<file path="src/common/cmd_status_pkg.sv">
// Constants and types shared by the common command and status unit
// Overview of operation
// RQ1 - Clear-status zeroes status byte and event register, drops pending work, keeps settings
// RQ2 - Event-enable command loads its mask from decimal sum; only enabled events raise summary
// RQ3 - Event-enable query returns the mask as decimal sum plus terminator
// RQ4 - Each event bit latches on its event; repeats while set change nothing
// RQ5 - Latched event bits stay until event query reads them or clear-status runs
// RQ6 - Identity query returns maker, model, serial and main/converter firmware fields
// RQ7 - Operation-complete command sets event bit 0 when started work finishes
// RQ8 - Operation-complete query holds off until work finishes, then replies 1 plus terminator
// RQ9 - Operation-complete query neither reads nor changes event bit 0
// RQ10 - Reset command restores power-up settings, not factory defaults
// RQ11 - Service-enable command loads mask; masked-in summaries alone raise bit 6 request
// RQ12 - Service-enable query returns the mask as decimal sum plus terminator
// RQ13 - Status-byte query runs like any command and leaves bit 6 uncleared
// RQ14 - Trigger command starts the trigger using the previously set trigger setup
// RQ15 - Self-test query returns stored power-up result: 0 no errors, 1 errors
// RQ16 - Queries need the trailing question mark; without it nothing is answered
// RQ17 - Misspelled commands and queries are ignored without action or reply
// RQ18 - Terminator code: 0 CR LF, 1 LF CR, 2 LF only, 3 none
// RQ19 - Wait-to-continue holds later commands until started work has completed
// RQ20 - Event summary bit is OR of event bits ANDed with enables, every clock
// RQ21 - Host appends terminator and sends each whole message before awaiting reply
package cmd_status_pkg;
    localparam int ADDR_W = 8;
    localparam int MAX_ID_LEN = 32;

    localparam logic [ADDR_W-1:0] ADDR_RX_DATA = 8'h00;
    localparam logic [ADDR_W-1:0] ADDR_TX_DATA = 8'h04;
    localparam logic [ADDR_W-1:0] ADDR_STATUS  = 8'h08;
    localparam logic [ADDR_W-1:0] ADDR_CONTROL = 8'h0c;
    localparam logic [ADDR_W-1:0] ADDR_STB     = 8'h10;
    localparam logic [ADDR_W-1:0] ADDR_ESR     = 8'h14;
    localparam logic [ADDR_W-1:0] ADDR_ENABLES = 8'h18;

    localparam logic [1:0] TERM_RESET = 2'h0;
    localparam logic [1:0] TERM_CRLF  = 2'h0;
    localparam logic [1:0] TERM_LFCR  = 2'h1;
    localparam logic [1:0] TERM_LF    = 2'h2;
    localparam logic [1:0] TERM_NONE  = 2'h3;

    localparam int BIT_OPC = 0;
    localparam int BIT_ESB = 5;
    localparam int BIT_MSS = 6;
    localparam logic [7:0] MSS_MASK_OUT = 8'hbf;

    localparam logic [7:0] CH_CR    = 8'h0d;
    localparam logic [7:0] CH_LF    = 8'h0a;
    localparam logic [7:0] CH_SEMI  = 8'h3b;
    localparam logic [7:0] CH_SPACE = 8'h20;
    localparam logic [7:0] CH_COMMA = 8'h2c;
    localparam logic [7:0] CH_ZERO  = 8'h30;
    localparam logic [7:0] CH_ONE   = 8'h31;
    localparam logic [7:0] CH_NINE  = 8'h39;
    localparam logic [7:0] CH_LOW_A = 8'h61;
    localparam logic [7:0] CH_LOW_Z = 8'h7a;
    localparam logic [7:0] CASE_GAP = 8'h20;

    localparam logic [39:0] MN_CLS  = 40'h002a434c53;
    localparam logic [39:0] MN_ESE  = 40'h002a455345;
    localparam logic [39:0] MN_ESEQ = 40'h2a4553453f;
    localparam logic [39:0] MN_ESRQ = 40'h2a4553523f;
    localparam logic [39:0] MN_IDNQ = 40'h2a49444e3f;
    localparam logic [39:0] MN_OPC  = 40'h002a4f5043;
    localparam logic [39:0] MN_OPCQ = 40'h2a4f50433f;
    localparam logic [39:0] MN_RST  = 40'h002a525354;
    localparam logic [39:0] MN_SRE  = 40'h002a535245;
    localparam logic [39:0] MN_SREQ = 40'h2a5352453f;
    localparam logic [39:0] MN_STBQ = 40'h2a5354423f;
    localparam logic [39:0] MN_TRG  = 40'h002a545247;
    localparam logic [39:0] MN_TSTQ = 40'h2a5453543f;
    localparam logic [39:0] MN_WAI  = 40'h002a574149;

    localparam logic [9:0] ACC_LIMIT = 10'h064;
    localparam logic [9:0] ACC_SAT   = 10'h3ff;
    localparam logic [9:0] ACC_TEN   = 10'h00a;

    typedef enum logic [1:0] {
        ST_MNEM  = 2'b00,
        ST_PARAM = 2'b01,
        ST_WAIT  = 2'b11,
        ST_REPLY = 2'b10
    } parse_state_type;

    typedef enum logic [1:0] {
        RK_NUM = 2'b00,
        RK_ONE = 2'b01,
        RK_IDN = 2'b11
    } reply_kind_type;
endpackage

</file>
<file path="src/hdl/common_command_status_unit.sv">
// Common command interpreter with status byte and event registers, APB slave
`timescale 1ns/1ps
module common_command_status_unit #(
    parameter int                  ID_LEN   = 28,
    // Identity text; the value is arbitrary
    parameter logic [8*ID_LEN-1:0] IDN_TEXT = "MFGR,MODEL-A,0000001,1.0/1.0"
) (
    input  wire logic                               pclk,
    input  wire logic                               presetn,
    input  wire logic                               psel,
    input  wire logic                               penable,
    input  wire logic                               pwrite,
    input  wire logic [cmd_status_pkg::ADDR_W-1:0]  paddr,
    input  wire logic [31:0]                        pwdata,
    output logic      [31:0]                        prdata,
    output logic                                    pready,
    output logic                                    pslverr,
    input  wire logic                               ops_busy,
    input  wire logic [7:1]                         event_in,
    input  wire logic [7:0]                         summary_in,
    input  wire logic                               selftest_fail,
    output logic                                    service_request,
    output logic                                    trigger_start,
    output logic                                    power_up_reset,
    output logic                                    clear_pending
);
    import cmd_status_pkg::*;

    generate
        if (ID_LEN < 1 || ID_LEN > MAX_ID_LEN) begin : g_bad_len
            $error("ID_LEN out of range");
        end
    endgenerate

    parse_state_type state;
    parse_state_type next_state;
    reply_kind_type  reply_kind;
    reply_kind_type  next_kind;

    logic [39:0] mnem;
    logic [39:0] next_mnem;
    logic        mnem_bad;
    logic        next_bad;
    logic [9:0]  acc;
    logic [9:0]  next_acc;
    logic        have_param;
    logic        next_have;
    logic [7:0]  esr;
    logic [7:0]  ese;
    logic [7:0]  sre;
    logic        opc_pending;
    logic [1:0]  term_sel;
    logic [7:0]  reply_value;
    logic [7:0]  next_value;
    logic [5:0]  reply_idx;
    logic        tst_taken;
    logic        tst_result;

    // APB decode
    wire setup   = psel & ~penable;
    wire access  = psel & penable;
    wire hit_rx  = paddr == ADDR_RX_DATA;
    wire hit_tx  = paddr == ADDR_TX_DATA;
    wire hit_st  = paddr == ADDR_STATUS;
    wire hit_ctl = paddr == ADDR_CONTROL;
    wire hit_stb = paddr == ADDR_STB;
    wire hit_esr = paddr == ADDR_ESR;
    wire hit_en  = paddr == ADDR_ENABLES;
    wire mapped  = hit_rx | hit_tx | hit_st | hit_ctl | hit_stb | hit_esr | hit_en;
    wire wr_rx   = access & pwrite & hit_rx;
    wire wr_ctl  = access & pwrite & hit_ctl;
    wire rd_tx   = access & ~pwrite & hit_tx;

    assign pready  = 1'b1;
    assign pslverr = access & ~mapped;

    // Incoming character, folded to upper case
    wire       rx_ready = (state == ST_MNEM) | (state == ST_PARAM);
    wire       take     = wr_rx & rx_ready;
    wire [7:0] rx_raw   = pwdata[7:0];
    wire       is_lower = (rx_raw >= CH_LOW_A) & (rx_raw <= CH_LOW_Z);
    wire [7:0] rx_char  = is_lower ? rx_raw - CASE_GAP : rx_raw;
    wire       is_sep   = (rx_char == CH_SEMI) | (rx_char == CH_CR) | (rx_char == CH_LF);
    wire       is_space = rx_char == CH_SPACE;
    wire       is_digit = (rx_char >= CH_ZERO) & (rx_char <= CH_NINE);
    wire [9:0] digit    = {6'h00, rx_char[3:0]};
    wire [9:0] acc_step = (acc < ACC_LIMIT) ? acc * ACC_TEN + digit : ACC_SAT;
    wire       mnem_full = mnem[39:32] != 8'h00;
    wire [7:0] param    = (acc > 10'h0ff) ? 8'hff : acc[7:0];

    // Exact match only: a missing '?' or a typo matches nothing
    wire ok     = ~mnem_bad;                                  // see RQ17
    wire m_cls  = ok & (mnem == MN_CLS);
    wire m_ese  = ok & (mnem == MN_ESE) & have_param;
    wire m_eseq = ok & (mnem == MN_ESEQ);                     // see RQ16
    wire m_esrq = ok & (mnem == MN_ESRQ);
    wire m_idnq = ok & (mnem == MN_IDNQ);
    wire m_opc  = ok & (mnem == MN_OPC);
    wire m_opcq = ok & (mnem == MN_OPCQ);
    wire m_rst  = ok & (mnem == MN_RST);
    wire m_sre  = ok & (mnem == MN_SRE) & have_param;
    wire m_sreq = ok & (mnem == MN_SREQ);
    wire m_stbq = ok & (mnem == MN_STBQ);
    wire m_trg  = ok & (mnem == MN_TRG);
    wire m_tstq = ok & (mnem == MN_TSTQ);
    wire m_wai  = ok & (mnem == MN_WAI);

    wire exec_now  = take & is_sep;
    wire q_reply   = exec_now & (m_eseq | m_esrq | m_idnq | m_sreq | m_stbq | m_tstq);
    wire go_wait   = exec_now & (m_opcq | m_wai);             // see RQ19
    wire wait_done = (state == ST_WAIT) & ~ops_busy;
    wire start_reply = q_reply | (wait_done & m_opcq);        // see RQ8
    wire do_cls    = exec_now & m_cls;
    wire do_esrq   = exec_now & m_esrq;
    wire do_opc    = exec_now & m_opc;

    // Status byte and summaries
    wire       esb      = |(esr & ese);                        // see RQ20
    wire [7:0] stb_low  = {summary_in[7], 1'b0, esb, summary_in[4:0]};
    wire       mss      = |(stb_low & sre & MSS_MASK_OUT);     // see RQ11
    wire [7:0] stb      = stb_low | ({7'h00, mss} << BIT_MSS);

    // Event register: a new event wins over a same-cycle clear
    wire       opc_fire  = opc_pending & ~ops_busy;            // see RQ7
    wire [7:0] esr_set   = {event_in, opc_fire};
    wire       esr_clear = do_cls | do_esrq;                   // see RQ5
    wire [7:0] next_esr  = (esr_clear ? 8'h00 : esr) | esr_set;  // see RQ4

    // Reply framing
    wire [5:0] body_len = (reply_kind == RK_NUM) ? 6'd3 :
                          (reply_kind == RK_ONE) ? 6'd1 : 6'(ID_LEN);
    wire [5:0] term_len = (term_sel == TERM_NONE) ? 6'd0 :
                          (term_sel == TERM_LF)   ? 6'd1 : 6'd2;   // see RQ18
    wire [5:0] total    = body_len + term_len;
    wire       tx_valid = state == ST_REPLY;
    wire       pop      = rd_tx & tx_valid;
    wire       last     = reply_idx == total - 6'd1;
    wire       in_body  = reply_idx < body_len;
    wire       term_2nd = reply_idx != body_len;

    wire [7:0] hund_char;
    wire [7:0] tens_char;
    wire [7:0] ones_char;

    decimal_digits u_digits (
        .value     (reply_value),
        .hund_char (hund_char),
        .tens_char (tens_char),
        .ones_char (ones_char)
    );

    wire [7:0] num_char = (reply_idx == 6'd0) ? hund_char :
                          (reply_idx == 6'd1) ? tens_char : ones_char;
    // Out-of-range index shifts the text to zero; only used inside the body
    wire [7:0] idn_char = 8'(IDN_TEXT >> (8 * (ID_LEN - 1 - int'(reply_idx))));  // see RQ6
    wire [7:0] body_char = (reply_kind == RK_NUM) ? num_char :
                           (reply_kind == RK_ONE) ? reply_value : idn_char;
    wire [7:0] term_char = (term_sel == TERM_LFCR) ? (term_2nd ? CH_CR : CH_LF) :
                           (term_sel == TERM_LF)   ? CH_LF :
                           (term_2nd ? CH_LF : CH_CR);
    wire [7:0] tx_char  = in_body ? body_char : term_char;

    // Reply selection at query time
    assign next_kind  = m_idnq ? RK_IDN : (m_tstq | m_opcq) ? RK_ONE : RK_NUM;
    assign next_value = m_eseq ? ese :                         // see RQ3
                        m_esrq ? esr :
                        m_sreq ? sre :                         // see RQ12
                        m_stbq ? stb :                         // see RQ13
                        m_tstq ? (tst_result ? CH_ONE : CH_ZERO) :  // see RQ15
                        CH_ONE;                                // see RQ9

    // Parser
    always_comb begin
        next_state = state;
        next_mnem  = mnem;
        next_bad   = mnem_bad;
        next_acc   = acc;
        next_have  = have_param;
        if (exec_now) begin
            next_state = start_reply ? ST_REPLY : (go_wait ? ST_WAIT : ST_MNEM);
            if (!go_wait) begin
                next_mnem = 40'h0000000000;
                next_bad  = 1'b0;
                next_acc  = 10'h000;
                next_have = 1'b0;
            end
        end else begin
            unique case (state)
                ST_MNEM: begin
                    if (take && is_space) begin
                        if (mnem != 40'h0000000000) begin
                            next_state = ST_PARAM;
                        end
                    end else if (take && mnem_full) begin
                        next_bad = 1'b1;
                    end else if (take) begin
                        next_mnem = {mnem[31:0], rx_char};
                    end
                end
                ST_PARAM: begin
                    if (take && is_digit) begin
                        next_acc  = acc_step;
                        next_have = 1'b1;
                    end else if (take && !is_space) begin
                        next_bad = 1'b1;
                    end
                end
                ST_WAIT: begin
                    if (!ops_busy) begin
                        next_state = m_opcq ? ST_REPLY : ST_MNEM;
                        next_mnem  = 40'h0000000000;
                        next_bad   = 1'b0;
                        next_acc   = 10'h000;
                        next_have  = 1'b0;
                    end
                end
                ST_REPLY: begin
                    if (pop && last) begin
                        next_state = ST_MNEM;
                    end
                end
            endcase
        end
    end

    always_ff @(posedge pclk or negedge presetn) begin
        if (!presetn) begin
            state      <= ST_MNEM;
            mnem       <= 40'h0000000000;
            mnem_bad   <= 1'b0;
            acc        <= 10'h000;
            have_param <= 1'b0;
        end else begin
            state      <= next_state;
            mnem       <= next_mnem;
            mnem_bad   <= next_bad;
            acc        <= next_acc;
            have_param <= next_have;
        end
    end

    // Status and enable registers
    always_ff @(posedge pclk or negedge presetn) begin
        if (!presetn) begin
            esr         <= 8'h00;
            ese         <= 8'h00;
            sre         <= 8'h00;
            opc_pending <= 1'b0;
        end else begin
            esr <= next_esr;                                   // see RQ1
            if (exec_now && m_ese) begin
                ese <= param;                                  // see RQ2
            end
            if (exec_now && m_sre) begin
                sre <= param;                                  // see RQ11
            end
            if (do_cls) begin
                opc_pending <= 1'b0;                           // see RQ1
            end else if (do_opc) begin
                opc_pending <= 1'b1;                           // see RQ7
            end else if (opc_fire) begin
                opc_pending <= 1'b0;
            end
        end
    end

    // Reply position
    always_ff @(posedge pclk or negedge presetn) begin
        if (!presetn) begin
            reply_kind  <= RK_NUM;
            reply_value <= 8'h00;
            reply_idx   <= 6'd0;
        end else if (start_reply) begin
            reply_kind  <= next_kind;
            reply_value <= next_value;
            reply_idx   <= 6'd0;
        end else if (pop) begin
            reply_idx <= last ? 6'd0 : reply_idx + 6'd1;
        end
    end

    // One-cycle strobes to the instrument core
    always_ff @(posedge pclk or negedge presetn) begin
        if (!presetn) begin
            trigger_start  <= 1'b0;
            power_up_reset <= 1'b0;
            clear_pending  <= 1'b0;
        end else begin
            trigger_start  <= exec_now & m_trg;                // see RQ14
            power_up_reset <= exec_now & m_rst;                // see RQ10
            clear_pending  <= do_cls;                          // see RQ1
        end
    end

    // Self-test result caught once after reset release, then held
    always_ff @(posedge pclk or negedge presetn) begin
        if (!presetn) begin
            tst_taken  <= 1'b0;
            tst_result <= 1'b0;
        end else if (!tst_taken) begin
            tst_taken  <= 1'b1;
            tst_result <= selftest_fail;                       // see RQ15
        end
    end

    always_ff @(posedge pclk or negedge presetn) begin
        if (!presetn) begin
            term_sel <= TERM_RESET;
        end else if (wr_ctl) begin
            term_sel <= pwdata[1:0];                           // see RQ18
        end
    end

    // Read data is captured in the setup phase and stands through the access phase
    wire [31:0] read_mux = hit_tx  ? {23'h000000, tx_valid, tx_char} :
                           hit_st  ? {28'h0000000, state == ST_WAIT, opc_pending,
                                      tx_valid, rx_ready} :
                           hit_ctl ? {30'h00000000, term_sel} :
                           hit_stb ? {24'h000000, stb} :
                           hit_esr ? {24'h000000, esr} :
                           hit_en  ? {16'h0000, sre, ese} : 32'h00000000;

    always_ff @(posedge pclk or negedge presetn) begin
        if (!presetn) begin
            prdata <= 32'h00000000;
        end else if (setup) begin
            prdata <= read_mux;
        end
    end

    assign service_request = mss;
endmodule

</file>
<file path="src/hdl/decimal_digits.sv">
// Byte to three ASCII decimal digits
`timescale 1ns/1ps
module decimal_digits (
    input  wire logic [7:0] value,
    output logic      [7:0] hund_char,
    output logic      [7:0] tens_char,
    output logic      [7:0] ones_char
);
    import cmd_status_pkg::*;

    // Constant divisors only; synthesis folds these into small tables
    assign hund_char = CH_ZERO + value / 8'd100;
    assign tens_char = CH_ZERO + (value / 8'd10) % 8'd10;
    assign ones_char = CH_ZERO + value % 8'd10;
endmodule

</file>
<file path="config.mk">
export PLATFORM = sky130hd
export DESIGN_NAME = common_command_status_unit
export DESIGN_NICKNAME = d
export VERILOG_FILES = /design/src/common/cmd_status_pkg.sv /design/src/hdl/common_command_status_unit.sv /design/src/hdl/decimal_digits.sv
export SDC_FILE = /design/constraint.sdc
export NUM_CORES = 1
export LEC_CHECK = 0
export BUFFER_PORTS_ARGS = -buffer_cell sky130_fd_sc_hd__clkbuf_2
export CAP_MARGIN = 20
export CORE_MARGIN = 2
export CORE_UTILIZATION = 54
export DETAILED_ROUTE_END_ITERATION = 12
export PLACE_DENSITY_LB_ADDON = 0.2
export REMOVE_ABC_BUFFERS = 1
export SLEW_MARGIN = 20
export SYNTH_ARGS = -nofsm -noshare
export SYNTH_HDL_FRONTEND = slang
export SYNTH_SLANG_ARGS = --single-unit
</file>
<file path="constraint.sdc">
create_clock -name pclk -period 5.1 [get_ports pclk]
set_clock_uncertainty 0.05 [all_clocks]
set_input_delay 0.765 -clock pclk [delete_from_list [all_inputs] [get_ports pclk]]
set_output_delay 0.765 -clock pclk [all_outputs]
set_load 0.01 [all_outputs]
</file>
### Word level (Yosys, flattened, before mapping)

Cells that the tools add are included.

* register bits after elaboration: 134

* multiply operators: 1
* add/subtract/negate cells: 9
* div/mod/pow operators: 4
* reductions and logical operators: 26
* multiplexer cells: 69
* shifts and indexed selects: 1
* $lt $le $gt $ge: 7
* equal/unequal tests: 46
* bitwise operators: 66

Operator list (number)
* == test 40 x 30 -> 1 bit, second input constant: 7
* == test 40 x 38 -> 1 bit, second input constant: 7
* two-way mux 40 bit: 6
* right shift 223 x 32 -> 8 bit, first input constant: 1
* two-way mux 16 bit: 6
* two-way mux 8 bit: 12
* case mux 40 bit (2 select lines): 1
* two-way mux 10 bit: 5
* nonzero test 40 bit: 1
* AND 1 bit: 39
* == test 8 x 4 -> 1 bit, second input constant: 4
* adder 6 x 8 -> 8 bit, first input constant: 3
* == test 8 x 5 -> 1 bit, second input constant: 3
* two-way mux 2 bit: 11
* case mux 10 bit (2 select lines): 1
* two-way mux 6 bit: 3
* != test 3 x 2 -> 1 bit, second input constant: 6
* bitwise OR 1 bit: 18
* AND 8 bit: 2
* == test 8 x 6 -> 1 bit, second input constant: 2
* modulo 8 x 4 -> 8 bit, second input constant: 2
* two-way mux 1 bit: 15
* != test 3 bit, second input constant: 5
* two-way mux 3 bit: 4
* other kinds (45): 65

### Depth between registers and ports, before layout

Gate-level depths: netlist of run 1.

* word-level depth: 11
* gate-level depth with buffers: 24

### Cells and area by module

From an unflattened synthesis of run 1, not the netlist that was laid out.

* cell total of the unflattened synthesis: 1128
* area total of the unflattened synthesis: 9615.5 µm²

Modules (own cells, without submodules)
* common_command_status_unit: sequential area each 2952.8 µm², area each 8255.4 µm², instances 1, cells each 914
* decimal_digits: sequential area each 0.0 µm², area each 1360.1 µm², instances 1, cells each 214

### Worst setup path before layout of run 1

No wires, ideal clock.

* path kind: register to register
* from: reg reply_value[7]
* to: reg prdata[5]
* path slack: 0.898 ns
* cell stages (with the launch flop): 20
* arrival: 4.026 ns
* period minus slack after synthesis: 4.202 ns
* library setup time: 0.126 ns
* path through: dfrtp_1 clkbuf_1 buf_1 clkbuf_1 o21ai_0 a22oi_1 ha_1 nand2_1 or3_1 nand2_1 o221ai_1 o31ai_1 a31oi_1 nand2b_1 ha_1 nor2_1 a21oi_1 o21ai_0 a221oi_1 nor2_1

* word-level cells in the longest chain between the ends: 8
* elaborated cells between the ends (all ways): 12
* classes of those cells: 3 x add/sub; 4 x div; 5 x mux

Ends and longest elaborated chain
* from (decl): RTL line common_command_status_unit.sv:53 `logic [7:0] reply_value;`
* from (signal assigned): RTL line common_command_status_unit.sv:275 `reply_value <= next_value;`
* divider 8 x 4 -> 8 bit: RTL line decimal_digits.sv:13 `assign tens_char = CH_ZERO + (value / 8'd10) % 8'd10;`
* modulo 8 x 4 -> 8 bit: RTL line decimal_digits.sv:13
* adder 6 x 8 -> 8 bit: RTL line decimal_digits.sv:13
* two-way mux 8 bit: RTL line common_command_status_unit.sv:153 `(reply_idx == 6'd1) ? tens_char : ones_char;`
* two-way mux 8 bit (*): RTL line common_command_status_unit.sv:152 `wire [7:0] num_char = (reply_idx == 6'd0) ? hund_char :`
* two-way mux 8 bit (*): RTL line common_command_status_unit.sv:156 `wire [7:0] body_char = (reply_kind == RK_NUM) ? num_char :`
* two-way mux 8 bit (*): RTL line common_command_status_unit.sv:161 `wire [7:0] tx_char = in_body ? body_char : term_char;`
* two-way mux 16 bit (*): RTL line common_command_status_unit.sv:315 `wire [31:0] read_mux = hit_tx ? {23'h000000, tx_valid, tx_char} :`
* to (signal assigned): RTL line common_command_status_unit.sv:327 `prdata <= read_mux;`
* to (decl): RTL line common_command_status_unit.sv:15 `output logic [31:0] prdata,`

Every way passes the cells marked *; elsewhere a longest branch is shown, timed or not.
A chain may end at the register's enable or synchronous reset.

### Worst setup path after layout of run 1

* from: reg reply_value[3]
* to: reg prdata[5]

The elaborated chain is that of the path after synthesis.

==> flow_summary.yaml, run 1 <==
run_status:
  outcome: "completed"
worst_setup_path:
  crit_arrival_ns: 4.56
  timing.critical_path.to_type: "register"
  timing.critical_path.slowest_cell_delay_ns: 0.58
  path_class: "register to register"
  cell_family_with_most_cp_delay: "compound AO/OA/AOI/OAI gates"
  cp.required_ns: 5.35
  worstPathMaxFanout: 14
  critPathBufInv: 2
  cpMaxStageDelayCell: "sky130_fd_sc_hd__a311oi_1"
  cp_cell_sequence: "buf_4 > nor4b_1 > a32oi_1 > a32o_1 > a32o_1 > a311oi_1 > o31ai_1 > buf_4 > a31oi_1 > nand2b_1 > ha_1 > nor2_1 > a21oi_1 > o21ai_0 > a221oi_1 > nor2_1"
  worstSetupStartpointType: "register"
global_route:
  groute.usage.overall_pct: 27.9
  antenna_found_initial: 0
  grt_first_pass_wirelength_mm: 39.7
  grt_pass1_vias: 7675
  largest_net_degree_at_the_start_of_global_routing: 60
  grt_overflow: 0
floorplanning:
  die_w_um: 133
  std_cell_rows: 47
  start_util_pct: 54.6
  chipHeight_um: 133
  pin_count: 100
  dieArea_um2: 17600
  fp.coreArea_um2: 16300
worst_hold_path:
  min_path_type: "input pin to asynchronous set/reset pin"
synthesis:
  synth_sequential_area_ratio_pct: 33.1
  synth.largest_area_cell: "sky130_fd_sc_hd__dfrtp_1"
  synthesis.instances: 1046
  yosys.cell_types.count: 79
  synthesis.area_per_instance_um2: 8.53
  synthDominantCellAreaShare_pct: 33.1
  synth.yosys.warnings: 0
  synth_top_cells_by_area: "sky130_fd_sc_hd__dfrtp_1, sky130_fd_sc_hd__mux2i_1, sky130_fd_sc_hd__ha_1"
  number_of_synthesized_flops_with_an_enable_pin: 0
  syn_area_um2: 8930
  synth.ff_latch_count: 118
  async_reset_ff_share_pct: 100
  postSynth.topFlopCell: "sky130_fd_sc_hd__dfrtp_1"
cts:
  number_of_buffers_created_by_cts: 17
  clock_transition_time_at_the_flip_flop_clock_pins_of_the_worst_setup_and_hold_paths_ns: 0.06
  post_cts_resized: 0
  clock_latency_ns: 0.42
  cts.root.buffer_cell: "sky130_fd_sc_hd__clkbuf_16"
  cts-hold-fix-buffers: 0
  clockBufferDepth: 2
  number_of_h_tree_levels: 4
  cts_setup_buffers: 0
  cts_num_sinks: 118
  cts_tree: "done"
final_layout:
  final_layout_size_suffix_gt1_share_pct: 14.1
  syn2layout_area_growth_pct: 11.2
  final_core_util_pct: 60.7
  n_antenna_cell: 0
  fin_nets: 1187
  fillerInstances: 1515
  layout.cells.non_filler: 1316
drt:
  routedWlPerCell_um: 18.3
  drcViolationCount: 0
  detail_route.wirelength_mm: 24.1
  firstDrtPassIters: 5
  drt_iter0_drc: 767
  drt-vias-per-instance: 6.15
  routed-via-count: 8089
  ant_nets: 0
sta:
  setup_viol_count_final: 0
  hold_viol_final: 0
  timing_worst_slew_pin_value_ns: 0.932
  finalCriticalPeriod_ns: 4.31
  rsz0062_at_grt: "false"
  max-slew-margin-rel_pct: 37.7
  final_min_period_over_clock_period_pct: 84.5
  finalMaxSlewViolations: 0
  fmaxAchievable_mhz: 232
placement:
  placed_cells: 1286
  placement.io_buffers: 56
  post-dp-hpwl_mm: 17.9
  gpl.final_weighted_congestion: 0.993
pwr:
  power.total_mw: 2.36
  vdd.ir_drop.worst_mv: 0.239
  power.leakage_nw: 5.02
  power-per-cell-area_nw_per_um2: 237
flow_run:
  number_of_maximum_capacitance_violations: 0
[final timing paths]
| kind | startpoint | endpoint | slack (ns) | cells past startpoint |
|---|---|---|---|---|
| min in group pclk | tst_taken | tst_result | 0.45 | 1 |
| setup reg to reg | reply_value[3] | prdata[5] | 0.79 | 16 |
| setup / recovery | reply_value[3] | prdata[5] | 0.79 | 16 |
| max in group asynchronous | presetn | reply_value[7] | 3.85 | 2 |
| hold / removal | presetn | mnem[21] | 0.15 | 1 |
| hold reg to reg | tst_taken | tst_result | 0.45 | 1 |
[placed cells by master, fill, tap and decap left out, drive strengths merged, types with 31 or more instances in the layout]
cell type and count:
dfrtp 118, nand2 116, inv 80, clkbuf 77, nor2 65, a21oi 55, o21ai 50, mux2i 49
mux2 39, ha 38, nand3 31
[final cells by class]
class / count / area [um2] / share of cell area [%]
clock inverter: 8 / 98.8 / 0.995
timing repair buffer: 70 / 388 / 3.91
clock buffer: 22 / 484 / 4.88
multi-input combinational: 798 / 5430 / 54.7
sequential: 118 / 2950 / 29.7
inverter: 80 / 300 / 3.02
tap: 220 / 275 / 2.77
[metrics by stage]
| step | instance area (um2) | setup slack, ns | TNS, ns | hold slack [ns] |
|---|---|---|---|---|
| after floorplan | 8670 | -1.50 | -54.41 | 0.400 |
| after global placement | 9350 | 0.830 | 0 | 0.440 |
| after detailed placement | 9350 | 0.793 | 0 | 0.439 |
| after CTS | 9930 | 0.851 | 0 | 0.150 |
| after global routing | 9930 | 0.467 | 0 | 0.154 |
| final | 9930 | 0.789 | 0 | 0.150 |
[where the power goes]
group          switching [mW]  internal, mW
sequential             0.0177         0.951
clock                   0.428         0.763
combinational           0.123        0.0752
total                   0.569          1.79
[flip-flops by register name (all words and copies together), names as in the netlist, 2 cells and up]
register     cells
acc             10
ese              8
esr              8
mnem            40
prdata          16
reply_idx        6
reply_kind       2
reply_value      8
sre              8
state            2
term_sel         2
[cells in the mapped netlist, types with 9 or more instances]
| cell | instances |
|---|---|
| sky130_fd_sc_hd__dfrtp_1 | 118 |
| sky130_fd_sc_hd__nand2_1 | 116 |
| sky130_fd_sc_hd__inv_1 | 80 |
| sky130_fd_sc_hd__nor2_1 | 65 |
| sky130_fd_sc_hd__a21oi_1 | 55 |
| sky130_fd_sc_hd__mux2i_1 | 49 |
| sky130_fd_sc_hd__o21ai_0 | 48 |
| sky130_fd_sc_hd__clkbuf_1 | 39 |
| sky130_fd_sc_hd__mux2_2 | 39 |
| sky130_fd_sc_hd__ha_1 | 38 |
| sky130_fd_sc_hd__nand3_1 | 30 |
| sky130_fd_sc_hd__nor3_1 | 29 |
| sky130_fd_sc_hd__a21o_1 | 17 |
| sky130_fd_sc_hd__buf_4 | 17 |
| sky130_fd_sc_hd__nor4_1 | 17 |
| sky130_fd_sc_hd__or3_1 | 16 |
| sky130_fd_sc_hd__xnor2_1 | 16 |
| sky130_fd_sc_hd__xor2_1 | 15 |
| sky130_fd_sc_hd__a22oi_1 | 12 |
| sky130_fd_sc_hd__nand2b_1 | 11 |
| sky130_fd_sc_hd__nor2b_1 | 11 |
| sky130_fd_sc_hd__nand4_1 | 10 |
| sky130_fd_sc_hd__nor3b_1 | 10 |
| sky130_fd_sc_hd__and2_1 | 9 |
[layer usage]
metal  vias to the layer above  global-route usage, %  routed length [um]
met1                      3876                   38.5               10800
met4                         0                   11.0                 651
met2                       307                   44.1               11300
met5                         -                      0                   0
met3                        51                   4.64                1310
li1                       3855                      -                   -
[kinds of logic (layout without fill, tap and decap cells)]
group	Yosys count	in the layout	synth area share [%]
AND/OR/NAND/NOR	372	372	21.6
AO/OA/AOI/OAI	249	249	19.1
buffers and inverters	146	180	6.92
flip-flops	118	118	33.1
multiplexers	88	88	10.4
adder cells (fa/ha/maj)	40	40	5.77
XOR/XNOR	31	31	3.04
other	2	18	0.0841
Power figures use the tool's default switching activity.
==> run 2, diff against run 1 <==
==> constraint.sdc (replaced) <==
create_clock -name pclk -period 3.7 [get_ports pclk]
set_clock_uncertainty 0.05 [all_clocks]
set_input_delay 0.555 -clock pclk [delete_from_list [all_inputs] [get_ports pclk]]
set_output_delay 0.555 -clock pclk [all_outputs]
set_load 0.01 [all_outputs]
==> flow_summary.yaml, run 2 (synthesis results as in run 1) <==
run_status:
  outcome: "finished, violations left"
  failed_checks: "negative setup slack"
worst_hold_path:
  min_path_type: "input pin to asynchronous set/reset pin"
drt:
  routedWlPerCell_um: 18.4
  ant_nets: 0
  drcViolationCount: 0
  drt_iter0_drc: 753
  firstDrtPassIters: 5
  routed-via-count: 8585
  drt-vias-per-instance: 6.07
  detail_route.wirelength_mm: 26.1
cts:
  cts_num_sinks: 118
  clock_transition_time_at_the_flip_flop_clock_pins_of_the_worst_setup_and_hold_paths_ns: 0.06
  clock_latency_ns: 0.42
  cts.root.buffer_cell: "sky130_fd_sc_hd__clkbuf_16"
  clockBufferDepth: 2
  cts_tree: "done"
  number_of_h_tree_levels: 4
  cts-hold-fix-buffers: 0
  number_of_buffers_created_by_cts: 17
sta:
  final_min_period_over_clock_period_pct: 102
  fmaxAchievable_mhz: 266
  finalMaxSlewViolations: 0
  finalCriticalPeriod_ns: 3.76
  hold_viol_final: 0
  worst_case_setup_margin_in_the_final_layout_ns: -0.0626
  max-slew-margin-rel_pct: 42.1
  timing_worst_slew_pin_value_ns: 0.865
  setup_viol_count_final: 2
  rsz0062_at_grt: "true"
worst_setup_path:
  reg2reg_from: "reply_value[5]"
  worstRegToRegCells: 16
  timing.reg2reg.setup_slack_ns: -0.06
  cp_cell_sequence: "buf_6 > nor2b_2 > buf_4 > or3b_4 > a32o_2 > a32o_2 > mux2_4 > or3_4 > mux2i_4 > nand2_2 > ha_4 > nor2_1 > a21oi_2 > o21ai_2 > a221oi_2 > nor2_1"
  cp.required_ns: 3.95
  worstSetupStartpoint: "reply_value[5]"
  cpMaxStageDelayCell: "sky130_fd_sc_hd__dfrtp_2"
  timing.critical_path.slowest_cell_delay_ns: 0.49
  path_class: "register to register"
  r2r-end: "prdata[5]"
  worstSetupStartpointType: "register"
  worstPathMaxFanout: 7
  crit_arrival_ns: 4.01
  timing.critical_path.to_type: "register"
final_layout:
  commonest_cells_after_routing_fill_and_taps_aside: "sky130_fd_sc_hd__nand2_1, sky130_fd_sc_hd__dfrtp_1, sky130_fd_sc_hd__buf_4"
  n_antenna_cell: 0
  registers.top_by_ff_count: "mnem"
  final_core_util_pct: 67.1
  final_layout_size_suffix_gt1_share_pct: 24.4
  largest_registers: "mnem x40, prdata x16, acc x10"
  max_reg_flops: 40
  syn2layout_area_growth_pct: 22.9
  fin_nets: 1284
pwr:
  power.share.sequential_pct: 39.3
  total_net_switching_power_mw: 0.829
  p_sw_share_pct: 24.4
  power_report.internal_total_mw: 2.57
  power.total_mw: 3.40
  power.share.combinational_pct: 10.0
  pwr-share-clk_pct: 50.7
  vdd.ir_drop.worst_mv: 0.300
  power.leakage_nw: 5.59
  power-per-cell-area_nw_per_um2: 310
placement:
  placement.io_buffers: 56
  gpl.final_weighted_congestion: 0.988
  post-dp-hpwl_mm: 19.2
floorplanning:
  pin_count: 100
  chipHeight_um: 133
  dieArea_um2: 17600
  std_cell_rows: 47
  start_util_pct: 54.6
  fp.coreArea_um2: 16300
  die_w_um: 133
global_route:
  largest_net_degree_at_the_start_of_global_routing: 68
  groute.usage.overall_pct: 30.2
  grt_pass1_vias: 8305
  grt_first_pass_wirelength_mm: 42.4
  grt_overflow: 0
  antenna_found_initial: 0
flow_run:
  number_of_maximum_capacitance_violations: 0
[run 2: worst max-delay path by stage]
stage | cells after the start | endpoint
global route | 18 | prdata[5]
global placement | 21 | prdata[5]
detailed placement | 21 | prdata[5]
floorplan | 9 | mnem[5]
CTS | 15 | prdata[5]
finish | 16 | prdata[5]
[run 2: worst max-delay path, delay by kind of cell (launching register included)]
family / cells / cell delay [ns]
muxes: 2 / 0.52
AOI/OAI and AO/OA: 5 / 1.01
DFF: 1 / 0.49
and+or+nand+nor: 6 / 0.99
adders and majority gates: 1 / 0.30
buffers and inverters: 2 / 0.29
[run 2: layer usage]
layer | vias to the layer above | routed length (um) | global-route usage, %
li1 | 4033 | - | -
met1 | 4152 | 11200 | 39.0
met2 | 319 | 12500 | 49.6
met3 | 81 | 1390 | 5.33
met4 | 0 | 935 | 13.4
met5 | - | 0 | 0
[run 2: stage by stage]
stage | TNS [ns] | hold slack (ns) | instance area, um2 | worst slack, ns | std cells
global route | -0.339 | 0.166 | 11000 | -0.214 | 1415
floorplan | -102.81 | 0.209 | 8670 | -2.69 | 996
finish | -0.0712 | 0.114 | 11000 | -0.0626 | 1415
detailed placement | -0.306 | 0.436 | 9970 | -0.210 | 1363
global placement | -0.290 | 0.431 | 9970 | -0.203 | 1363
CTS | -0.0465 | 0.148 | 10800 | -0.0465 | 1413
[run 2: timing repair]
item / in CTS / in global routing
gates cloned: 1 / 0
buffers inserted: 17 / 2
resized for setup: 30 / 25
setup endpoints to repair: 2 / 4
pin swaps: 16 / 11
[run 2: final cells by class]
class / instances / area (um2)
Tap cell: 220 / 275
Sequential cell: 118 / 2960
Clock inverter: 12 / 150
Multi-Input combinational cell: 798 / 5620
Clock buffer: 20 / 467
Fill cell: 1407 / 5380
Timing Repair Buffer: 167 / 1210
Inverter: 80 / 300
[run 2: power groups by stage]
stage	Clock, mW	Sequential, mW	Combinational [mW]
floorplan	0	1.35	0.153
global route	1.79	1.34	0.375
detailed placement	0	1.36	0.310
global placement	0	1.36	0.305
finish	1.72	1.33	0.341
CTS	1.73	1.33	0.326
==> run 3, diff against run 2 <==
--- a/config.mk
+++ b/config.mk
@@ -11,7 +11,6 @@
 export CORE_UTILIZATION = 54
 export DETAILED_ROUTE_END_ITERATION = 12
 export PLACE_DENSITY_LB_ADDON = 0.2
-export REMOVE_ABC_BUFFERS = 1
 export SLEW_MARGIN = 20
 export SYNTH_ARGS = -nofsm -noshare
 export SYNTH_HDL_FRONTEND = slang
==> flow_summary.yaml, run 3 (synthesis results as in run 1) <==
global_route:
  grt_use_met3_pct: 4.98
  groute.usage.overall_pct: 29.3
  met1_usage_pct: 38.0
  grt_overflow: 0
  grt_first_pass_wirelength_mm: 41.4
  use_met2_pct: 49.9
  grt_pass1_vias: 8135
  antenna_found_initial: 0
  largest_net_degree_at_the_start_of_global_routing: 63
  grt_most_used_layer: "met2"
sta:
  setup_viol_count_final: 2
  final_min_period_over_clock_period_pct: 102
  timing_worst_slew_pin_value_ns: 0.868
  finalMaxSlewViolations: 0
  rsz0062_at_grt: "true"
  fmaxAchievable_mhz: 265
  finalCriticalPeriod_ns: 3.78
  fin_worst_hold_slack_ns: 0.165
  hold_viol_final: 0
  max-slew-margin-rel_pct: 41.9
  worst_case_setup_margin_in_the_final_layout_ns: -0.0799
worst_setup_path:
  crit_arrival_ns: 4.03
  cpMaxStageDelayCell: "sky130_fd_sc_hd__dfrtp_2"
  path_class: "register to register"
  worstRegToRegCells: 16
  timing.critical_path.to_type: "register"
  worst_path_most_repeated_cell: "sky130_fd_sc_hd__buf_4"
  cp_cell_sequence: "buf_6 > buf_6 > nor3b_2 > a21oi_1 > o311a_1 > a32o_2 > mux2_4 > or3_4 > mux2i_2 > nand2_1 > buf_4 > buf_4 > buf_4 > buf_4 > buf_4 > a311o_1"
  cp.required_ns: 3.95
  timing.critical_path.slowest_cell_delay_ns: 0.46
  worstPathMaxFanout: 6
  worstSetupStartpointType: "register"
cts:
  cts_tree: "done"
  clock_transition_time_at_the_flip_flop_clock_pins_of_the_worst_setup_and_hold_paths_ns: 0.05
  number_of_buffers_created_by_cts: 17
  clock_latency_ns: 0.42
  cts.root.buffer_cell: "sky130_fd_sc_hd__clkbuf_16"
  number_of_h_tree_levels: 4
  cts_num_sinks: 118
  clockBufferDepth: 2
final_layout:
  registers.top_by_ff_count: "mnem"
  largest_registers: "mnem x40, prdata x16, acc x10"
  final_layout_size_suffix_gt1_share_pct: 24.8
  fillerInstances: 1374
  commonest_cells_after_routing_fill_and_taps_aside: "sky130_fd_sc_hd__nand2_1, sky130_fd_sc_hd__dfrtp_1, sky130_fd_sc_hd__buf_4"
  max_reg_flops: 40
  n_antenna_cell: 0
  syn2layout_area_growth_pct: 24.6
  final_standard_cell_area_without_fillers_um2: 11100
  layout.cells.most_common: "sky130_fd_sc_hd__nand2_1"
  fin_nets: 1288
placement:
  post-dp-hpwl_mm: 18.8
  postPlaceCellArea_um2: 10100
  pre_cts_setup_slack_ns: -0.192
  gpl.final_weighted_congestion: 0.982
  placement.io_buffers: 56
floorplanning:
  dieArea_um2: 17600
  die_w_um: 133
  pin_count: 100
  start_util_pct: 54.6
  std_cell_rows: 47
  chipHeight_um: 133
  fp.coreArea_um2: 16300
run_status:
  failed_checks: "negative setup slack"
  outcome: "finished, violations left"
flow_run:
  number_of_maximum_capacitance_violations: 0
drt:
  drt_iter0_drc: 866
  detail_route.wirelength_mm: 25.9
  routedWlPerCell_um: 18.2
  ant_nets: 0
  drcViolationCount: 0
  drt-vias-per-instance: 6.05
  firstDrtPassIters: 7
  routed-via-count: 8585
worst_hold_path:
  min_path_type: "input pin to asynchronous set/reset pin"
pwr:
  power.leakage_nw: 5.63
  power-per-cell-area_nw_per_um2: 307
  vdd.ir_drop.worst_mv: 0.278
[run 3: changes by cell type in the layout (fill, tap and decap cells not counted), moves of 3 or more]
cell,before,now
sky130_fd_sc_hd__buf_6,4,10
sky130_fd_sc_hd__nor3b_1,9,6
sky130_fd_sc_hd__clkbuf_1,0,3
sky130_fd_sc_hd__buf_4,103,99
[run 3: metrics by stage]
step                      util [%]  power [mW]  setup TNS [ns]  instances
after global routing          68.1        3.52          -0.464       1419
after global placement        61.6        1.68          -0.205       1369
after detailed placement      61.6        1.68          -0.296       1369
after CTS                     66.8        3.42         -0.0240       1414
after floorplan                  -        1.54               0       1062
final                         68.1        3.42          -0.126       1419
[run 3: routing by layer]
metal / part of all wire (%) / vias up
met2: 49 / 344
met5: 0 / -
met3: 5.9 / 76
met1: 42 / 4104
met4: 2.8 / 0
li1: - / 4061
[run 3: cell type report]
cell class | count | area [um2] | share of cell area, %
multi-input cells | 798 | 5700 | 51.2
clock inverters | 7 | 116 | 1.05
inverters | 80 | 300 | 2.70
clock buffers | 25 | 505 | 4.54
well taps | 220 | 275 | 2.47
repair buffers | 171 | 1270 | 11.4
flip-flops and latches | 118 | 2960 | 26.6
[run 3: timing repair]
item | in CTS | in global routing
hold buffers | 0 | 0
pin swaps | 8 | 19
gates cloned | 0 | 0
endpoints found under the setup margin | 2 | 3
resized for setup | 31 | 33
buffers inserted | 13 | 5
[run 3: path summary, 6_finish.rpt]
path | to | from | slack [ns]
min in group pclk | esr[7] | event_in[7] | 0.27
setup / recovery | prdata[4] | reply_value[5] | -0.08
hold / removal | mnem[14] | presetn | 0.17
hold reg to reg | tst_result | tst_taken | 0.46
setup reg to reg | prdata[4] | reply_value[5] | -0.08
max in group asynchronous | reply_value[5] | presetn | 2.61
[run 3: critical path, delay by kind of cell (launching register included)]
kind / cells / cell delay, ns
and+or+nand+nor: 3 / 0.72
AOI/OAI and AO/OA: 4 / 0.96
DFF: 1 / 0.46
buffers and inverters: 7 / 0.94
muxes: 2 / 0.53
[run 3: power breakdown]
part	internal (mW)	leakage [nW]	switching (mW)
Clock	1.15	0.303	0.575
Sequential	1.31	1.38	0.0253
Combinational	0.161	3.95	0.202
